[src/logic/seq_pkg.sv]
// constants, field layouts and carrier types for the wake/sleep sequencer
package seq_pkg;
  localparam int CLOCK_HZ      = 40_000_000;
  localparam int CLOCK_NS      = 25;
  localparam int OSC_HZ        = 532_000;
  localparam int OSC_DIV       = CLOCK_HZ / OSC_HZ;
  localparam int BIT_TIME_OSC  = 23;
  localparam int BREAK_OSC     = 32;
  localparam int DEGLITCH_NS   = 10_000;
  localparam int DEGLITCH_CYC  = (DEGLITCH_NS + CLOCK_NS - 1) / CLOCK_NS;
  localparam int POR_NS        = 20_000;
  localparam int POR_CYC       = (POR_NS + CLOCK_NS - 1) / CLOCK_NS;
  localparam int READY_NS      = 60_000;
  localparam int READY_CYC     = (READY_NS + CLOCK_NS - 1) / CLOCK_NS;
  localparam int WAKE_MIN_NS   = 35_000;
  localparam int WAKE_MIN_CYC  = (WAKE_MIN_NS + CLOCK_NS - 1) / CLOCK_NS;
  localparam int WAKE_MAX_NS   = 100_000;
  localparam int WAKE_MAX_CYC  = WAKE_MAX_NS / CLOCK_NS;
  localparam int SLEEP_WAIT_NS = 4_000;
  localparam int SLEEP_CYC     = (SLEEP_WAIT_NS + CLOCK_NS - 1) / CLOCK_NS;
  localparam int AUTO_SLEEP_MS = 1_000;
  localparam int AUTO_CYC      = (CLOCK_HZ / 1_000) * AUTO_SLEEP_MS;
  localparam int WRITE_BUSY_US = 1_900;
  localparam int WRITE_CYC     = (CLOCK_HZ / 1_000_000) * WRITE_BUSY_US;

  localparam int         MEM_DEPTH      = 16;
  localparam int         MEM_WIDTH      = 8;
  localparam logic [3:0] ADDR_CONFIG    = 4'h0;
  localparam logic [3:0] ADDR_TRIM      = 4'h1;
  localparam logic [3:0] ADDR_GROUP_A   = 4'h2;
  localparam logic [3:0] ADDR_GROUP_A_E = 4'h9;
  localparam logic [3:0] ADDR_GROUP_B   = 4'hA;
  localparam logic [3:0] ADDR_GROUP_B_E = 4'hD;
  localparam logic [3:0] ADDR_GENERAL   = 4'hE;

  localparam int         CFG_LOCK_B     = 0;
  localparam int         CFG_LOCK_A     = 1;
  localparam int         CFG_AUTO_SLEEP = 2;
  localparam int         CFG_INT_EN     = 3;
  localparam int         CFG_SPEED_LSB  = 4;
  localparam int         CFG_ADDR_LSB   = 6;
  localparam logic [7:0] DEFAULT_CONFIG = 8'h04;

  typedef enum logic [2:0] {
    st_sleep, st_wake, st_load, st_latch, st_wait, st_break, st_ready, st_sleep_wait
  } state_t;

  typedef struct packed {
    logic sleep_op;
    logic soft_reset;
    logic write_done;
    logic challenge_done;
    logic auto_sleep_write;
    logic auto_sleep_value;
  } command_t;

  typedef struct packed {
    logic       valid;
    logic [3:0] addr;
    logic [7:0] data;
  } mem_write_t;

  typedef struct packed {
    logic [1:0] device_address;
    logic [1:0] bus_speed;
    logic       int_enable;
    logic [1:0] lockout;
  } config_t;
endpackage : seq_pkg

[src/logic/auth_chip_wake_sleep_sequencer.sv]
// wake, sleep and busy sequencing of the single-wire authentication device
// Functional notes
// - asleep, low pulses shorter than the deglitch window never wake the device
// - device starts asleep and stays there until a wake break arrives
// - valid break powers regulator; digital reset released about 20 us after the break falls
// - default configuration loaded from memory before any transaction
// - after loading, a ready break is sent back to the host
// - ready break falls 35 to 100 us after host break falls
// - after sleep opcode, wait at least 4 us before sleeping
// - with auto-sleep on, sleep after about one idle second
// - memory write keeps the device busy up to 1.9 ms
// - authentication result readable one bit time after the challenge
// - hashing starts once all 32 challenge bits are in
// - soft reset reloads and returns ready break within 30 us
// - all bit timing comes from the internal oscillator
// - memory is 16 bytes: config, trim, two lockable groups, general
// - device address and bus speed come from the configuration byte
// - pin only pulls low or releases, never drives high
// - device break lasts 1.391 bit times
// - awake, a short low pulse is a data bit, not a break
// - clearing auto-sleep enable disables it; reloaded at power-up and soft reset
// - entering sleep does not depend on the line level
`timescale 1ns/1ps
`default_nettype none
module auth_chip_wake_sleep_sequencer
  import seq_pkg::*;
#(
  parameter int AUTO_SLEEP_CYCLES = AUTO_CYC,
  parameter int WRITE_BUSY_CYCLES = WRITE_CYC
) (
  // clock and reset
  input  wire logic       clock,
  input  wire logic       nrst,
  // single-wire pin
  input  wire logic       single_wire_bus_in,
  output var  logic       single_wire_bus_out,
  output var  logic       single_wire_bus_oe,
  // decoded frames
  input  wire command_t   command,
  input  wire mem_write_t mem_write,
  input  wire logic [3:0] mem_rd_addr,
  output var  logic [7:0] mem_rd_data,
  // status
  output var  logic       regulator_on,
  output var  logic       logic_run,
  output var  logic       accept,
  output var  logic       busy,
  output var  logic       hash_start,
  output var  logic       auth_ready,
  output var  logic       auto_sleep_enable,
  output var  logic       bit_tick,
  output var  config_t    cfg
);
  if (AUTO_SLEEP_CYCLES < 2 || WRITE_BUSY_CYCLES < 2) begin : g_bad
    $error("long counts must be at least 2");
  end

  localparam int AW = $clog2(AUTO_SLEEP_CYCLES + 1);
  localparam int BW = $clog2(WRITE_BUSY_CYCLES + 1);

  state_t     state;
  state_t     next_state;
  logic       line_q;
  logic       fall;
  logic       line_edge;
  logic [12:0] wake_count;
  logic [7:0]  sleep_count;
  logic [7:0]  break_ticks;
  logic [7:0]  hash_ticks;
  logic        hash_pending;
  logic        srst_flag;
  logic        osc_tick;
  logic        idle_done;
  logic        mem_wr_en;
  logic        locked;
  logic [AW-1:0] idle_count;
  logic [BW-1:0] busy_count;
  logic [3:0]    rd_addr;

  assign fall      = line_q && !single_wire_bus_in;
  assign line_edge = line_q ^ single_wire_bus_in;
  assign idle_done = (idle_count >= AW'(AUTO_SLEEP_CYCLES - 1));

  always_ff @(posedge clock or negedge nrst) begin
    if (!nrst) begin
      line_q <= 1'b1;
    end else begin
      line_q <= single_wire_bus_in;
    end
  end

  assign single_wire_bus_out = 1'b0;
  assign single_wire_bus_oe  = (state == st_break);

  assign regulator_on = (state != st_sleep);
  assign logic_run    = (state != st_sleep) && (state != st_wake);
  assign accept       = (state == st_ready) && !busy;
  // hash starts on last challenge bit
  assign hash_start   = accept && command.challenge_done;
  assign busy         = (busy_count != '0);

  // deglitch counter armed by a fall
  always_ff @(posedge clock or negedge nrst) begin
    if (!nrst) begin
      wake_count <= '0;
    end else if (state == st_sleep) begin
      wake_count <= (!single_wire_bus_in && (fall || wake_count != '0)) ? wake_count + 1'b1 : '0;
    end else if (state != st_ready && state != st_sleep_wait) begin
      wake_count <= (wake_count == '1) ? wake_count : wake_count + 1'b1;
    end else begin
      wake_count <= '0;
    end
  end

  always_comb begin
    next_state = state;
    case (state)
      // stay asleep until a wake break
      st_sleep: begin
        if (!single_wire_bus_in && wake_count >= 13'(DEGLITCH_CYC)) begin
          next_state = st_wake;
        end
      end
      // release digital reset after 20 us
      st_wake: begin
        if (wake_count >= 13'(POR_CYC)) begin
          next_state = st_load;
        end
      end
      st_load: next_state = st_latch;
      st_latch: next_state = srst_flag ? st_break : st_wait;
      st_wait: begin
        if (wake_count >= 13'(READY_CYC)) begin
          next_state = st_break;
        end
      end
      st_break: begin
        if (osc_tick && break_ticks == 8'((BREAK_OSC << cfg.bus_speed) - 1)) begin
          next_state = st_ready;
        end
      end
      // low pulses here are data bits
      st_ready: begin
        if (accept && command.sleep_op) begin
          next_state = st_sleep_wait;
        end else if (accept && command.soft_reset) begin
          next_state = st_load;
        end else if (auto_sleep_enable && idle_done && !busy) begin
          next_state = st_sleep;
        end
      end
      // hold regulator 4 us after opcode
      st_sleep_wait: begin
        if (sleep_count >= 8'(SLEEP_CYC - 1)) begin
          next_state = st_sleep;
        end
      end
      default: next_state = st_sleep;
    endcase
  end

  always_ff @(posedge clock or negedge nrst) begin
    if (!nrst) begin
      state <= st_sleep;
    end else begin
      state <= next_state;
    end
  end

  // soft reset skips the wake wait
  always_ff @(posedge clock or negedge nrst) begin
    if (!nrst) begin
      srst_flag <= 1'b0;
    end else if (accept && command.soft_reset) begin
      srst_flag <= 1'b1;
    end else if (state == st_sleep || state == st_ready) begin
      srst_flag <= 1'b0;
    end
  end

  always_ff @(posedge clock or negedge nrst) begin
    if (!nrst) begin
      sleep_count <= '0;
    end else if (state == st_sleep_wait) begin
      sleep_count <= sleep_count + 1'b1;
    end else begin
      sleep_count <= '0;
    end
  end

  always_ff @(posedge clock or negedge nrst) begin
    if (!nrst) begin
      break_ticks <= '0;
    end else if (state != st_break) begin
      break_ticks <= '0;
    end else if (osc_tick) begin
      break_ticks <= break_ticks + 1'b1;
    end
  end

  always_ff @(posedge clock or negedge nrst) begin
    if (!nrst) begin
      cfg <= '0;
    end else if (state == st_latch) begin
      cfg.device_address <= mem_rd_data[CFG_ADDR_LSB +: 2];
      cfg.bus_speed      <= mem_rd_data[CFG_SPEED_LSB +: 2];
      cfg.int_enable     <= mem_rd_data[CFG_INT_EN];
      cfg.lockout        <= {mem_rd_data[CFG_LOCK_A], mem_rd_data[CFG_LOCK_B]};
    end
  end

  always_ff @(posedge clock or negedge nrst) begin
    if (!nrst) begin
      auto_sleep_enable <= 1'b0;
    end else if (state == st_latch) begin
      auto_sleep_enable <= mem_rd_data[CFG_AUTO_SLEEP];
    end else if (accept && command.auto_sleep_write) begin
      auto_sleep_enable <= command.auto_sleep_value;
    end
  end

  always_ff @(posedge clock or negedge nrst) begin
    if (!nrst) begin
      idle_count <= '0;
    end else if (state != st_ready || line_edge) begin
      idle_count <= '0;
    end else if (!idle_done) begin
      idle_count <= idle_count + 1'b1;
    end
  end

  always_ff @(posedge clock or negedge nrst) begin
    if (!nrst) begin
      busy_count <= '0;
    end else if (accept && command.write_done) begin
      busy_count <= BW'(WRITE_BUSY_CYCLES);
    end else if (state == st_sleep) begin
      busy_count <= '0;
    end else if (busy) begin
      busy_count <= busy_count - 1'b1;
    end
  end

  always_ff @(posedge clock or negedge nrst) begin
    if (!nrst) begin
      hash_pending <= 1'b0;
      hash_ticks   <= '0;
      auth_ready   <= 1'b0;
    end else if (hash_start) begin
      hash_pending <= 1'b1;
      hash_ticks   <= '0;
      auth_ready   <= 1'b0;
    end else if (state != st_ready) begin
      hash_pending <= 1'b0;
      auth_ready   <= 1'b0;
    end else if (hash_pending && osc_tick) begin
      hash_ticks <= hash_ticks + 1'b1;
      if (hash_ticks == 8'((BIT_TIME_OSC << cfg.bus_speed) - 1)) begin
        hash_pending <= 1'b0;
        auth_ready   <= 1'b1;
      end
    end
  end

  always_comb begin
    locked = 1'b0;
    if (mem_write.addr >= ADDR_GROUP_A && mem_write.addr <= ADDR_GROUP_A_E) begin
      locked = cfg.lockout[1];
    end else if (mem_write.addr >= ADDR_GROUP_B && mem_write.addr <= ADDR_GROUP_B_E) begin
      locked = cfg.lockout[0];
    end
  end

  assign mem_wr_en = accept && mem_write.valid && !locked && (mem_write.addr != ADDR_TRIM);
  assign rd_addr   = (state == st_load) ? ADDR_CONFIG : mem_rd_addr;

  otp_memory u_mem (
    .clock   (clock),
    .nrst    (nrst),
    .wr_en   (mem_wr_en),
    .wr_addr (mem_write.addr),
    .wr_data (mem_write.data),
    .rd_addr (rd_addr),
    .rd_data (mem_rd_data)
  );

  osc_timebase u_time (
    .clock    (clock),
    .nrst     (nrst),
    .align    (state != st_break && next_state == st_break),
    .speed    (cfg.bus_speed),
    .osc_tick (osc_tick),
    .bit_tick (bit_tick)
  );
endmodule : auth_chip_wake_sleep_sequencer
`default_nettype wire

[src/logic/osc_timebase.sv]
// oscillator tick and bit-time tick generator
`timescale 1ns/1ps
`default_nettype none
module osc_timebase
  import seq_pkg::*;
#(
  parameter int DIV = OSC_DIV
) (
  // clock and reset
  input  wire logic       clock,
  input  wire logic       nrst,
  // control
  input  wire logic       align,
  input  wire logic [1:0] speed,
  // ticks
  output var  logic       osc_tick,
  output var  logic       bit_tick
);
  if (DIV < 2) begin : g_bad
    $error("osc_timebase needs DIV of at least 2");
  end

  logic [$clog2(DIV)-1:0] div_count;
  logic [7:0]             bit_count;
  logic [7:0]             bit_last;

  assign bit_last = 8'((BIT_TIME_OSC << speed) - 1);

  always_ff @(posedge clock or negedge nrst) begin
    if (!nrst) begin
      div_count <= '0;
      osc_tick  <= 1'b0;
    end else if (align) begin
      div_count <= '0;
      osc_tick  <= 1'b0;
    end else begin
      osc_tick  <= (div_count == ($clog2(DIV))'(DIV - 1));
      div_count <= (div_count == ($clog2(DIV))'(DIV - 1)) ? '0 : div_count + 1'b1;
    end
  end

  always_ff @(posedge clock or negedge nrst) begin
    if (!nrst) begin
      bit_count <= '0;
      bit_tick  <= 1'b0;
    end else begin
      bit_tick <= osc_tick && (bit_count == bit_last);
      if (align) begin
        bit_count <= '0;
      end else if (osc_tick) begin
        bit_count <= (bit_count == bit_last) ? '0 : bit_count + 1'b1;
      end
    end
  end
endmodule : osc_timebase
`default_nettype wire

[src/logic/otp_memory.sv]
// sixteen-byte programmable memory with registered read
`timescale 1ns/1ps
`default_nettype none
module otp_memory
  import seq_pkg::*;
#(
  parameter int         DEPTH = MEM_DEPTH,
  parameter int         WIDTH = MEM_WIDTH,
  parameter logic [7:0] INIT0 = DEFAULT_CONFIG
) (
  // clock and reset
  input  wire logic                     clock,
  input  wire logic                     nrst,
  // write port
  input  wire logic                     wr_en,
  input  wire logic [$clog2(DEPTH)-1:0] wr_addr,
  input  wire logic [WIDTH-1:0]         wr_data,
  // read port
  input  wire logic [$clog2(DEPTH)-1:0] rd_addr,
  output var  logic [WIDTH-1:0]         rd_data
);
  if (DEPTH != 16 || WIDTH != 8) begin : g_bad
    $error("otp_memory supports 16 x 8 only");
  end

  logic [WIDTH-1:0] mem [DEPTH];

  always_ff @(posedge clock or negedge nrst) begin
    if (!nrst) begin
      for (int i = 0; i < DEPTH; i++) begin
        mem[i] <= (i == 0) ? INIT0 : '0;
      end
    end else if (wr_en) begin
      mem[wr_addr] <= wr_data;
    end
  end

  always_ff @(posedge clock or negedge nrst) begin
    if (!nrst) begin
      rd_data <= '0;
    end else begin
      rd_data <= mem[rd_addr];
    end
  end
endmodule : otp_memory
`default_nettype wire

[config.mk]
export PLATFORM = sky130hd
export DESIGN_NAME = auth_chip_wake_sleep_sequencer
export DESIGN_NICKNAME = d
export VERILOG_FILES = /design/src/logic/seq_pkg.sv /design/src/logic/auth_chip_wake_sleep_sequencer.sv /design/src/logic/osc_timebase.sv /design/src/logic/otp_memory.sv
export SDC_FILE = /design/constraint.sdc
export NUM_CORES = 1
export LEC_CHECK = 0
export BUFFER_PORTS_ARGS = -buffer_cell sky130_fd_sc_hd__buf_2
export CORE_MARGIN = 4
export CORE_UTILIZATION = 55
export DETAILED_ROUTE_END_ITERATION = 10
export GPL_ROUTABILITY_DRIVEN = 1
export PLACE_DENSITY_LB_ADDON = 0.15
export SLEW_MARGIN = 25
export SYNTH_ARGS = -nofsm -noshare
export SYNTH_HDL_FRONTEND = slang
export SYNTH_SLANG_ARGS = --single-unit
[constraint.sdc]
create_clock -name clock -period 2.97 [get_ports clock]
set_clock_uncertainty 0.15 [all_clocks]
set_input_delay 0.594 -clock clock [delete_from_list [all_inputs] [get_ports clock]]
set_output_delay 0.594 -clock clock [all_outputs]
set_load 0.05 [all_outputs]
==> results.toml <==
[worst_hold_path]
hold_start = "single_wire_bus_in"
whs_endpoint = "line_q"
hold_path_class = "in2reg"
hold_depth = 1

[yosys]
netlist_area_um2 = 12300
yosys_most_used_dff = "dfrtp_1"
synth_area_leaders = "dfrtp_1 (50%), mux2_2 (14%), xnor2_1 (3.6%), nor2_1 (3.2%), xor2_1 (2.6%)"
yosysTopAreaCell = "dfrtp_1"
synth_cells = 1117
yosysUniqueCellTypes = 64
synthArstFlopShare_pct = 100
yosysWarnings = 0
syn_nets = 1159
synth_edf_count = 0
synth_seq_area_share_pct = 50.6
syn_area_per_cell_um2 = 11.0
yosys.cell_count.top_type = "dfrtp_1"
netlist.area_leader.share_pct = 50.2
ys_seq_elements = 248
synth_commonest_cells = "dfrtp_1 (246), mux2_2 (150), nor2_1 (105)"

[clock_tree]
clockRootBuffer = "clkbuf_16"
cts_tree = "yes"
worst_skew_pair.late_latency_ps = 540
cts_sinks = 248
cts_buffers = 27
ctsLongestPathBuffers = 3
cts_max_level = 1
path_clk_slew_ps = 60

[critical_path]
crit_path_end_kind = "output port"
worstPathRequired_ps = 2230
regToRegEndpoint = "u_mem.mem[23]"
regToRegSetupSlack_ps = 210
rr_startpoint = "busy_count[0]"
critPathLaunchType = "flip-flop"
criticalPathCategory = "reg2out"
cp_max_fo = 3
crit_arrival_ps = 2170
r2r_cells = 12

[sta]
final_max_slew_viol_count = 0
slew_headroom_pct = 47.4
setup_ws_ps = 52.2
timing.final.crit_share_pct = 98.2
max_freq_ghz = 0.343
min_period_ps = 2920
hold_violations = 0
worstMarginPinSlew_ps = 790
final-setup-viol-count = 0

[status]
outcome = "finished, final reports clean"

[final_layout]
drive_gt1_share_pct = 27.9
final_core_util_pct = 64.2
design_area_um2 = 14000
area_growth_syn_to_layout_pct = 14.5
multiInputGateArea_um2 = 5800
nFillCells = 1767
register_area_um2 = 6210
nNetsFinal = 1242

[global_route]
antenna_found_initial = 1
grt_pass1_vias = 8610
grt.total_usage_pct = 22.8
overflow = 0
grt_pass1_wl_um = 45300
grt_start_max_net_pins = 63

[routing]
wl_per_cell_um = 18.5
drt_iter0_drc = 578
vias = 8606
antenna_left = 0
dr.pass1.iters = 5
finalWirelength_um = 27800
drc = 0
vias_per_cell = 5.74

[floorplan]
io_pins = 51
coreArea_um2 = 21900
die_x_um = 157
rows = 54
start_util_pct = 56.0
die_area_um2 = 24800
die-height_um = 157

[power_and_ir_drop]
p_int_mw = 5.43
leakagePower_nw = 6.50
powerDensity_nw_per_um2 = 512
p_switching_mw = 1.76
combPwrFrac_pct = 6.5
pwr-share-clk_pct = 43.5
peakVddDrop_uv = 504
power_mw = 7.19
sw_frac_of_total_pct = 24.5
seq_power_share_pct = 50.0

[place]
port_buffers = 49
hpwl_um = 18700
gp_congestion = 0.855
place_area_um2 = 13100
dp_slack_ps = 152

[flow_run]
drv_cap = 0
placed cells by master, fill, tap and decap left out, drive strengths merged, types with 32 or more instances in the layout:
cell    count
nand3      34
a21oi      54
xor2       37
clkbuf     44
buf       113
mux2      150
xnor2      50
dfrtp     246
o21ai      55
nor2      115
nor3       32
nand2      67
cells by family after synthesis:
group | synth area share (%)
mux | 17.0
buf+inv | 2.50
xor+xnor | 6.21
other cells | 0.0306
compound gates | 6.47
simple gates | 15.6
fa+ha+maj | 1.63
flops | 50.6
worst max-delay path by stage:
stage	startpoint	end	slack, ps	cells after the start
after floorplan	busy_count[0]	hash_start	70	9
after global placement	busy_count[2]	u_mem.mem[21]	190	9
after detailed placement	busy_count[8]	u_mem.mem[22]	150	9
after CTS	busy_count[0]	hash_start	10	9
after global routing	busy_count[1]	hash_start	-20	9
final	busy_count[0]	hash_start	50	9
area by class of cell:
cell class / count / area share [%]
flip-flops and latches: 248 / 44.2
multi-input cells: 792 / 41.3
repair buffers: 114 / 5.78
clock buffers: 44 / 5.62
well taps: 280 / 2.49
inverters: 17 / 0.454
clock inverters: 3 / 0.178
diodes: 1 / 0.0178
metrics by stage:
| stage | TNS [ps] | hold WS [ps] | instances |
|---|---|---|---|
| floorplan | 0 | 148 | 1117 |
| global placement | 0 | 215 | 1444 |
| detailed placement | 0 | 217 | 1444 |
| CTS | 0 | 42.2 | 1494 |
| global route | -17.2 | 50.0 | 1499 |
| finish | 0 | 62.2 | 1499 |
registers in the layout (all words and copies together), names as in the netlist:
register and cells:
u_mem.mem 128, state 3, srst_flag 1, break_ticks 8, auth_ready 1, idle_count 26
wake_count 13, u_time.osc_tick 1, line_q 1, auto_sleep_enable 1, u_time.div_count 7, sleep_count 8
hash_pending 1, hash_ticks 8, u_mem.rd_data 8, cfg 7, u_time.bit_tick 1, u_time.bit_count 8
busy_count 17
critical path, stage by stage, from the launching register on:
cell and delay (ps):
dfrtp_1 400, inv_2 70, ha_2 170, nor4b_4 190
nand2_1 100, nor2_2 150, inv_2 60, nor2_4 140
and2_4 190, buf_8 140
layer usage:
layer	wire length, um	track usage (%)	vias up
met5	0	0	-
met4	595	5.41	0
met3	1100	2.58	40
met2	13800	38.8	168
met1	12300	31.7	4305
li1	-	-	4093
power groups by stage:
stage	combinational [mW]	clock [mW]	sequential, mW
2_1_floorplan	0.256	0	3.64
3_3_place_gp	0.462	0	3.65
3_5_place_dp	0.467	0	3.65
4_1_cts	0.474	3.19	3.59
5_1_grt	0.528	3.32	3.61
6_report	0.466	3.13	3.60
timing repair:
item,CTS,global route
buffers inserted,2,4
hold buffers,1,0
endpoints found under the setup margin,2,21
endpoints found under the hold margin,47,0
pin swaps,1,6
resized for setup,7,9
Note: power is estimated with default switching activity, not from simulation.
